===== config.mk =====
export PLATFORM = sky130hd
export DESIGN_NAME = impedance_input_mux_config
export DESIGN_NICKNAME = d
export VERILOG_FILES = /design/src/rtl/bmux_pkg.sv /design/src/rtl/cfg_if.sv /design/src/rtl/impedance_input_mux_config.sv /design/src/rtl/selftest_modgen.sv
export SDC_FILE = /design/constraint.sdc
export NUM_CORES = 1
export LEC_CHECK = 0
export BUFFER_PORTS_ARGS = -buffer_cell sky130_fd_sc_hd__buf_4
export CELL_PAD_IN_SITES_DETAIL_PLACEMENT = 1
export CELL_PAD_IN_SITES_GLOBAL_PLACEMENT = 1
export CORE_ASPECT_RATIO = 1.4
export CORE_UTILIZATION = 41
export CTS_BUF_LIST = sky130_fd_sc_hd__clkbuf_16
export CTS_CLUSTER_SIZE = 40
export DETAILED_ROUTE_END_ITERATION = 8
export MAX_ROUTING_LAYER = met4
export PLACE_DENSITY_LB_ADDON = 0.05
export SLEW_MARGIN = 20
export SYNTH_ARGS = -nofsm -noshare
export SYNTH_HDL_FRONTEND = slang
export SYNTH_SLANG_ARGS = --single-unit

===== constraint.sdc =====
create_clock -name ref_clk -period 2.9 [get_ports ref_clk]
set_clock_uncertainty 0.2 [all_clocks]
set_input_delay 0.435 -clock ref_clk [delete_from_list [all_inputs] [get_ports ref_clk]]
set_output_delay 0.435 -clock ref_clk [all_outputs]
set_load 0.01 [all_outputs]

===== src/rtl/bmux_pkg.sv =====
package bmux_pkg;

  // ==========================================================================
  // Register map
  localparam logic [11:0] IMUX_CFG_INDEX = 12'h017;
  localparam logic [11:0] IMUX_CFG_ADDR = 12'h05c;
  localparam logic [11:0] IMUX_STAT_ADDR = 12'h060;
  localparam int CFG_WIDTH = 24;

  // ==========================================================================
  // Field positions
  localparam int POS_ISO_P = 21;
  localparam int POS_ISO_N = 20;
  localparam int POS_CALP = 18;
  localparam int POS_CALN = 16;
  localparam int POS_CG = 12;
  localparam int POS_BIST = 11;
  localparam int POS_RNOM = 8;
  localparam int POS_MODULATED_RESISTANCE = 4;
  localparam int POS_FREQ = 0;

  // Writable bits and reset value
  localparam logic [23:0] CFG_WMASK = 24'h3f3f73;
  localparam logic [23:0] CFG_RESET = 24'h300040;

  // ==========================================================================
  // Calibration source codes
  localparam logic [1:0] CAL_NONE = 2'h0;
  localparam logic [1:0] CAL_MID = 2'h1;
  localparam logic [1:0] CAL_VHIGH = 2'h2;
  localparam logic [1:0] CAL_VLOW = 2'h3;

  // Modulation divider
  localparam int MOD_CNT_W = 19;
  localparam int MOD_TAP_BASE = 12;

endpackage


===== src/rtl/cfg_if.sv =====
`timescale 1ns/1ps
interface cfg_if;
  logic [23:0] cfg;
  logic cal_gen_en;
  logic wave;
  modport ctrl (output cfg, output cal_gen_en, input wave);
  modport gen (input cfg, input cal_gen_en, output wave);
endinterface


===== src/rtl/impedance_input_mux_config.sv =====
// Our own choice: the APB interface to the registers.
`timescale 1ns/1ps
// Functional notes
// Bit 21 set isolates the positive impedance input, reset value 1.
// Bit 20 set isolates the negative impedance input, reset value 1.
// Bits 19:18 pick none, mid-supply, cal high or cal low for pos input.
// Bits 17:16 pick the same four sources for the negative input.
// Cal voltage codes route only while the cal generator is enabled.
// Bits 13:12 select the current generator chopping mode, reset 00.
// Software avoids resistive common-mode mode above 32 uA drive.
// Bit 11 enables the modulated-resistance self-test, reset 0.
// Self-test is active only while the cal generator enable is 0.
// Self-test opens drive isolation, closes drive-to-input, 200M bias.
// Software should open both input switches during self-test.
// Bits 10:8 pick the nominal self-test resistance, reset 000.
// Bits 6:4 pick modulation step; 1xx opens all modulation switches.
// Software never writes the reserved modulation code 011.
// Bits 1:0 divide the master clock by 2^13, 2^15, 2^17 or 2^19.
// Every modulation frequency is a 50 percent square wave.
// The toggle is a tap of a free-running 19-bit counter.
module impedance_input_mux_config (
  // Clock and reset
  input wire logic ref_clk,
  input wire logic arst_n,
  // APB slave
  input wire logic psel,
  input wire logic penable,
  input wire logic pwrite,
  input wire logic [11:0] paddr,
  input wire logic [31:0] pwdata,
  input wire logic [3:0] pstrb,
  output logic [31:0] prdata,
  output logic pready,
  output logic pslverr,
  // Calibration generator enable from elsewhere
  input wire logic cal_gen_enable,
  // Input switch controls
  output logic pos_input_isolate,
  output logic neg_input_isolate,
  // Calibration source one-hots: none, mid, high, low
  output logic [3:0] pos_cal_route,
  output logic [3:0] neg_cal_route,
  // Current generator
  output logic [1:0] current_gen_chop_mode,
  // Self-test switch controls
  output logic selftest_active,
  output logic drive_iso_open,
  output logic drive_to_input_close,
  output logic lead_bias_200m,
  output logic [2:0] selftest_nominal_resistance,
  output logic [2:0] modulation_switches,
  output logic modulation_wave
);

  cfg_if cfg_bus ();

  logic [23:0] cfg_q;
  logic [23:0] cfg_d;
  logic [31:0] rdata_q;
  logic [31:0] rdata_d;
  logic acc;
  logic hit_cfg;
  logic hit_stat;
  logic [23:0] bmask;
  logic [3:0] pos_route_d;
  logic [3:0] neg_route_d;
  logic active_d;
  logic [2:0] modsw_d;
  logic [3:0] pos_route_q;
  logic [3:0] neg_route_q;
  logic active_q;
  logic [2:0] modsw_q;

  // ==========================================================================
  // APB decode
  always_comb begin
    acc = psel && penable;
    hit_cfg = 1'b0;
    hit_stat = 1'b0;
    if (paddr == bmux_pkg::IMUX_CFG_ADDR) begin
      hit_cfg = 1'b1;
    end else if (paddr == bmux_pkg::IMUX_STAT_ADDR) begin
      hit_stat = 1'b1;
    end
  end

  assign pready = 1'b1;
  assign pslverr = acc && !(hit_cfg || (hit_stat && !pwrite));

  // ==========================================================================
  // Configuration register
  always_comb begin
    bmask = {{8{pstrb[2]}}, {8{pstrb[1]}}, {8{pstrb[0]}}};
    bmask = bmask & bmux_pkg::CFG_WMASK;
    cfg_d = cfg_q;
    if (acc && pwrite && hit_cfg) begin
      cfg_d = (cfg_q & ~bmask) | (pwdata[23:0] & bmask);
    end
    rdata_d = rdata_q;
    if (psel && !penable && !pwrite) begin
      if (hit_cfg) begin
        rdata_d = {8'h00, cfg_q};
      end else if (hit_stat) begin
        rdata_d = {28'h0000000, cal_gen_enable, active_q,
          modulation_wave, 1'b0};
      end else begin
        rdata_d = 32'h00000000;
      end
    end
  end

  always_ff @(posedge ref_clk or negedge arst_n) begin
    if (!arst_n) begin
      cfg_q <= bmux_pkg::CFG_RESET;
      rdata_q <= 32'h00000000;
    end else begin
      cfg_q <= cfg_d;
      rdata_q <= rdata_d;
    end
  end

  assign prdata = rdata_q;

  // ==========================================================================
  // Decoded switch controls
  function automatic logic [3:0] route(input logic [1:0] sel,
                                       input logic vcal_ok);
    logic [3:0] r;
    r = 4'h0;
    case (sel)
      bmux_pkg::CAL_NONE: r = 4'h1;
      bmux_pkg::CAL_MID: r = 4'h2;
      bmux_pkg::CAL_VHIGH: r = vcal_ok ? 4'h4 : 4'h1;
      default: r = vcal_ok ? 4'h8 : 4'h1;
    endcase
    return r;
  endfunction

  always_comb begin
    pos_route_d = route(cfg_q[bmux_pkg::POS_CALP +: 2],
      cal_gen_enable);
    neg_route_d = route(cfg_q[bmux_pkg::POS_CALN +: 2],
      cal_gen_enable);
    active_d = cfg_q[bmux_pkg::POS_BIST] && !cal_gen_enable;
    modsw_d = 3'h0;
    if (active_d && !cfg_q[bmux_pkg::POS_MODULATED_RESISTANCE + 2] && modulation_wave) begin
      case (cfg_q[bmux_pkg::POS_MODULATED_RESISTANCE +: 2])
        2'h0: modsw_d = 3'h1;
        2'h1: modsw_d = 3'h2;
        2'h2: modsw_d = 3'h4;
        default: modsw_d = 3'h0;
      endcase
    end
  end

  always_ff @(posedge ref_clk or negedge arst_n) begin
    if (!arst_n) begin
      pos_route_q <= 4'h1;
      neg_route_q <= 4'h1;
      active_q <= 1'b0;
      modsw_q <= 3'h0;
    end else begin
      pos_route_q <= pos_route_d;
      neg_route_q <= neg_route_d;
      active_q <= active_d;
      modsw_q <= modsw_d;
    end
  end

  assign pos_input_isolate = cfg_q[bmux_pkg::POS_ISO_P];
  assign neg_input_isolate = cfg_q[bmux_pkg::POS_ISO_N];
  assign pos_cal_route = pos_route_q;
  assign neg_cal_route = neg_route_q;
  assign current_gen_chop_mode = cfg_q[bmux_pkg::POS_CG +: 2];
  assign selftest_active = active_q;
  assign drive_iso_open = active_q;
  assign drive_to_input_close = active_q;
  assign lead_bias_200m = active_q;
  assign selftest_nominal_resistance = cfg_q[bmux_pkg::POS_RNOM +: 3];
  assign modulation_switches = modsw_q;
  assign cfg_bus.cfg = cfg_q;
  assign cfg_bus.cal_gen_en = cal_gen_enable;
  assign modulation_wave = cfg_bus.wave;

  selftest_modgen u_modgen (
    .ref_clk(ref_clk),
    .arst_n(arst_n),
    .cfg_port(cfg_bus.gen)
  );

endmodule


===== src/rtl/selftest_modgen.sv =====
`timescale 1ns/1ps
module selftest_modgen (
  // Clock and reset
  input wire logic ref_clk,
  input wire logic arst_n,
  // Configuration
  cfg_if.gen cfg_port
);

  logic [bmux_pkg::MOD_CNT_W-1:0] cnt_q;
  logic [bmux_pkg::MOD_CNT_W-1:0] cnt_d;
  logic wave_q;
  logic wave_d;
  logic [1:0] freq;

  // ==========================================================================
  // Free-running counter, tap 12/14/16/18
  always_comb begin
    freq = cfg_port.cfg[bmux_pkg::POS_FREQ +: 2];
    cnt_d = cnt_q + 19'h00001;
    wave_d = cnt_q[bmux_pkg::MOD_TAP_BASE + 2 * int'(freq)];
  end

  always_ff @(posedge ref_clk or negedge arst_n) begin
    if (!arst_n) begin
      cnt_q <= '0;
      wave_q <= 1'b0;
    end else begin
      cnt_q <= cnt_d;
      wave_q <= wave_d;
    end
  end

  assign cfg_port.wave = wave_q;

endmodule


==> results of run 1 <==
worst max-delay path, stage by stage:
cell	delay, ns
buf_4	0.11
or4b_2	0.69
o21ai_0	0.17
a21oi_1	0.08
buf_4	0.14
power by group:
| group | internal (mW) | switching [mW] | leakage [nW] | total [mW] |
|---|---|---|---|---|
| registers | 0.950 | 0.000197 | 0.918 | 0.950 |
| clock network | 0.748 | 0.382 | 0.155 | 1.13 |
| logic | 0.0369 | 0.0456 | 0.936 | 0.0825 |
| total | 1.74 | 0.428 | 2.01 | 2.16 |
through the flow:
step           total power, mW  setup WS (ns)  utilization  instance area [um^2]  hold WS (ns)
2_1_floorplan            0.999          0.649            -                  2950       -0.0606
3_3_place_gp              1.05          0.394        0.521                  3490         0.257
3_5_place_dp              1.05          0.370        0.521                  3490         0.262
4_1_cts                   2.19          0.621        0.568                  3810        0.0495
5_1_grt                   2.24          0.570        0.568                  3810        0.0962
6_report                  2.16          0.624        0.568                  3810        0.0248
layout by cell type (no fill, tap or decap), types with 6 or more instances in the layout:
cell type / synthesis / final
buf_4: 23 / 82
dfrtp_1: 63 / 63
a22o_1: 18 / 18
mux2_4: 17 / 17
conb_1: 2 / 14
xnor2_1: 11 / 11
clkbuf_16: 0 / 9
nand2_1: 8 / 8
nand3_1: 7 / 7
nor2_1: 7 / 7
and3_1: 6 / 6
xor2_1: 6 / 6
metal layers:
metal	global-route usage	up-vias
met2	0.306	50
met5	-	-
met3	0.0438	10
li1	-	876
met1	0.224	960
met4	0.0739	0
final cells by class:
cell class	count	area share
clock inverters	7	0.0240
multi-input cells	128	0.273
clock buffers	9	0.0592
flip-flops and latches	68	0.449
repair buffers	82	0.162
inverters	3	0.00296
well taps	92	0.0302
worst max-delay path by stage:
stage	start	to	slack (ns)	depth (start not counted)
CTS	paddr[3]	pslverr	0.62	5
global route	paddr[3]	pslverr	0.57	5
floorplan	paddr[9]	flip-flop	0.65	4
detailed placement	paddr[9]	flip-flop	0.37	5
finish	paddr[3]	pslverr	0.62	5
global placement	paddr[9]	flip-flop	0.39	5
cells by family (layout without fill, tap and decap cells):
kind of cell	after synthesis	count (layout)
xor+xnor	17	17
other cells	2	14
buf+inv	30	101
flops	68	68
fa+ha+maj	1	1
simple gates	55	55
compound gates	23	23
mux	18	18
==> reports/results.txt, run 1 <==
Chip width -> 73.1 um
R2R depth -> 5
Synth top area share -> 0.543
EDFF count, synth -> 0
Post-synthesis adder-cell area fraction -> 0.00431
Hpwl dp -> 4350 um
Crit end category -> output pin
Count of final setup violators -> 0
Final hold vios -> 0
Num CTS Buffers -> 9
Clock Path Buffers -> 2
Synth Area in XOR/XNOR -> 0.0513
Initial antenna violation count -> 0
Filler instances -> 697
Synth area leaders -> dfrtp_1, mux2_4, buf_4
Post CTS Setup Buffer Count -> 0
Final std cells w/o fill -> 389
Total negative slack -> 0 ns
Drt initial violations -> 19
Register area share after synthesis -> 0.589
# hold bufs at CTS -> 0
Worst EP arrival -> 1.64 ns
First-pass GRT wire length -> 10,100 um
CTS tree -> yes
Largest net degree at the start of global routing -> 69
CTS resizes -> 0
Syn Inst Count -> 214
Metal3 WL -> 254 um
DRC viols -> 0
Post-Syn Area -> 0.00290 mm^2
Post-Place Cells -> 373
Ys Warns -> 0
Outcome -> finished clean
Power Dens Cells -> 568 mW/mm^2
All-Layer GR Usage -> 0.188
Vias -> 1,896
Nets -> 347
Cell taking the most area after synthesis -> dfrtp_1
Cell Rows -> 35
Setup crit start kind -> input pin
CTS root buffer -> clkbuf_16
RR Endpoint -> u_modgen.cnt_q[18]
GP Congestion -> 0.757
Critical path type -> input pin to output pin
Most frequent cell after synthesis -> dfrtp_1
Top_reg_cell synth -> dfrtp_1
Max layer used -> met4
Simple-Gate Fraction of Synth Area -> 0.124
Post-synthesis register bit count -> 68
Vias in the first global route -> 2,041
Post-synthesis mux area share -> 0.0957
Worst Path Max Fanout -> 2
Max-cap violations -> 0
RSZ-0062 raised after global routing -> no
Syn_area_per_cell -> 13.6 um^2
Clk_lat worst skew -> 0.32 ns
Boundary Pins -> 111
Post-synth ARST share -> 1.00
Overflow after GRT -> 0
Leak Pwr -> 2.01 nW
RR Startpoint -> u_modgen.cnt_q[0]
CTS sink cnt -> 68
CORE AREA -> 0.00670 mm^2
Area of the multi-input gates -> 0.00104 mm^2
Sequential Area -> 0.00171 mm^2
Post-synth top cells -> dfrtp_1, buf_4, a22o_1
Die Y-Extent -> 102 um
WP data required -> 2.27 ns
PortBufs -> 80
Synth Area in Compound Gates -> 0.0647
Initial Util -> 0.433
Crit share post-route -> 0.785
Share of cells above drive strength 1 -> 0.434
Met1 wire length -> 2520 um
Hold WC Path Type -> input pin to asynchronous set/reset pin
Netlist cell types -> 35
Crit path time final -> 2.28 ns
F_max -> 0.439 GHz
Main combinational cell family by area after synthesis -> simple AND/OR/NAND/NOR gates
Htree depth -> 3
Slew @ Worst Pin -> 0.845 ns
Max_slew headroom -> 0.437
Avg WL per Cell -> 15.8 um
Vias/cell -> 4.87
Area growth syn-to-layout -> 31.2%
Post-route ant nets -> 0
Diode count -> 0
Die area -> 0.00742 mm^2
Worst-path clk slew -> 0.05 ns
Met2 WL post-DR -> 3280 um
Pre-antenna DRT Iters -> 4
Routed Wire Length -> 6150 um
Final slew viol count -> 0
Reg-to-reg slack, setup -> 1.09 ns
VDD IR max -> 303 uV
No activity file was read; power rests on OpenSTA's default activity.
==> run 2: changes to the inputs <==
--- a/config.mk
+++ b/config.mk
@@ -9,7 +9,7 @@
 export CELL_PAD_IN_SITES_DETAIL_PLACEMENT = 1
 export CELL_PAD_IN_SITES_GLOBAL_PLACEMENT = 1
 export CORE_ASPECT_RATIO = 1.4
-export CORE_UTILIZATION = 41
+export CORE_UTILIZATION = 38
 export CTS_BUF_LIST = sky130_fd_sc_hd__clkbuf_16
 export CTS_CLUSTER_SIZE = 40
 export DETAILED_ROUTE_END_ITERATION = 8
==> constraint.sdc (replaced) <==
create_clock -name ref_clk -period 2.17 [get_ports ref_clk]
set_clock_uncertainty 0.2 [all_clocks]
set_input_delay 0.3255 -clock ref_clk [delete_from_list [all_inputs] [get_ports ref_clk]]
set_output_delay 0.3255 -clock ref_clk [all_outputs]
set_load 0.01 [all_outputs]
==> reports/results.txt, run 2 (same netlist as run 1, synthesis figures left out) <==
Vias/cell -> 4.73 (-3.0%)
RR Endpoint -> u_modgen.cnt_q[18]
Die area -> 0.00799 mm^2 (+7.7%)
Chip width -> 75.9 um (+3.8%)
HP Start -> cal_gen_enable
Commonest non-fill, non-tap cell in the layout -> buf_4
Crit share post-route -> 0.957
Largest net degree at the start of global routing -> 39 (-43%)
Share of cells above drive strength 1 -> 0.446 (+0.0116)
F_max -> 0.482 GHz
Drt initial violations -> 39 (+20)
# hold bufs at CTS -> 1 (+1)
Cell Rows -> 37 (+5.7%)
Sequential power share -> 0.449 (+0.010)
Outcome -> finished clean
VDD IR max -> 389 uV (+28%)
Initial antenna violation count -> 0 (unchanged)
CTS root buffer -> clkbuf_16
Combinational power share -> 0.042 (+0.004)
WHS Path Cells -> 2
Leak Pwr -> 2.04 nW (+1.6%)
CTS resizes -> 0 (unchanged)
Area growth syn-to-layout -> 33.5%
RSZ-0062 raised after global routing -> no
Total negative slack -> 0 ns (unchanged)
Max layer used -> met4
Crit path time final -> 2.08 ns
Fin Hold WS -> 0.0258 ns (+0.00102 ns)
Vias -> 1,900 (+0.21%)
Met1 wire length -> 2570 um (+2.0%)
Worst EP arrival -> 1.55 ns (-0.09 ns)
Boundary Pins -> 111 (unchanged)
First-pass GRT wire length -> 9740 um (-3.6%)
Clock Power Share -> 0.509 (-0.014)
Critical path type -> input pin to output pin
Crit end category -> output pin
CTS tree -> yes
Htree depth -> 3 (unchanged)
All-Layer GR Usage -> 0.169 (-0.0186)
Routed Wire Length -> 6040 um (-1.7%)
Worst-path clk slew -> 0.06 ns (about the same)
GP Congestion -> 0.713 (-5.8%)
Hpwl dp -> 4490 um (+3.3%)
Met2 WL post-DR -> 3120 um (-5.0%)
Vias in the first global route -> 1,971 (-3.4%)
Sw Share -> 0.215 (+0.0172)
WP data required -> 1.64 ns (-0.63 ns)
Pint -> 2.22 mW (+28%)
Net Sw Power -> 0.608 mW (+42%)
Count of final setup violators -> 0 (unchanged)
Nets -> 355 (+2.3%)
Worst Path Max Fanout -> 2 (unchanged)
Overflow after GRT -> 0 (unchanged)
Max-cap violations -> 0 (unchanged)
Final hold vios -> 0 (unchanged)
RR Startpoint -> u_modgen.cnt_q[0]
Post-route ant nets -> 0 (unchanged)
Avg WL per Cell -> 15.0 um (-4.9%)
Diode count -> 0 (unchanged)
CORE AREA -> 0.00736 mm^2 (+9.9%)
Clock Path Buffers -> 2 (unchanged)
Post CTS Setup Buffer Count -> 0 (unchanged)
Num CTS Buffers -> 9 (unchanged)
CTS sink cnt -> 68 (unchanged)
Power Dens Cells -> 730 mW/mm^2 (+28%)
Finished layout cell area -> 0.00387 mm^2 (+1.7%)
Most frequent cells in the layout -> buf_4, dfrtp_1, a22o_1
Setup crit start kind -> input pin
Hold path endpoint -> pos_cal_route[0]
Metal3 WL -> 291 um (+15%)
Reg-to-reg slack, setup -> 0.32 ns (-0.77 ns)
Hold WC Path Type -> input pin to flip-flop
Final slew viol count -> 0 (unchanged)
PortBufs -> 80 (unchanged)
DRC viols -> 0 (unchanged)
Pre-antenna DRT Iters -> 4 (unchanged)
Start point of the critical path -> paddr[3]
Initial Util -> 0.394 (-0.0389)
Clk_lat worst skew -> 0.33 ns (about the same)
Die Y-Extent -> 105 um (+3.8%)
R2R depth -> 5 (unchanged)
Placed inst area -> 0.00356 mm^2 (+2.0%)
run 2: changes by cell type in the layout (fill, tap and decap cells not counted):
cell | before | now
buf_4 | 82 | 88
clkinv_2 | 3 | 1
buf_12 | 0 | 1
bufinv_16 | 2 | 1
clkinv_4 | 1 | 2
clkinvlp_4 | 1 | 2
dlygate4sd3_1 | 0 | 1
inv_6 | 0 | 1
run 2: final cells by class:
cell class / instances / area [um^2]
multi-input cells: 128 / 1040
clock inverters: 7 / 76.3
repair buffers: 90 / 691
inverters: 3 / 11.3
clock buffers: 9 / 225
fillers: 749 / 3490
flip-flops and latches: 68 / 1710
well taps: 97 / 121
run 2: worst max-delay path: stages:
cell	delay [ns]
buf_4	0.11
or4b_2	0.69
o21ai_0	0.18
a21oi_1	0.10
buf_4	0.15
run 2: worst max-delay path by stage:
stage	to	slack, ns	depth (start not counted)
final	pslverr	0.09	5
after global routing	pslverr	0.02	5
after CTS	pslverr	0.08	5
after detailed placement	flip-flop	-0.09	6
after global placement	flip-flop	-0.08	6
after floorplan	flip-flop	0.03	4
run 2: per-stage QoR:
stage / std cells / utilization / setup slack (ns) / power (mW)
floorplan: 226 / - / 0.0286 / 1.34
global placement: 385 / 0.484 / -0.0832 / 1.41
detailed placement: 385 / 0.484 / -0.0870 / 1.41
CTS: 402 / 0.526 / 0.0844 / 2.86
global route: 402 / 0.526 / 0.0223 / 2.92
finish: 402 / 0.526 / 0.0935 / 2.83
run 2: power by group through the flow:
stage	logic, mW	clock network (mW)	registers, mW
after detailed placement	0.119	0	1.29
after floorplan	0.0428	0	1.29
after CTS	0.121	1.47	1.27
final	0.118	1.44	1.27
after global routing	0.130	1.52	1.27
after global placement	0.118	0	1.29
run 2: layer usage:
metal | vias up | global-route usage
li1 | 884 | -
met1 | 957 | 0.204
met2 | 53 | 0.274
met3 | 6 | 0.0459
met4 | 0 | 0.0476
met5 | - | -
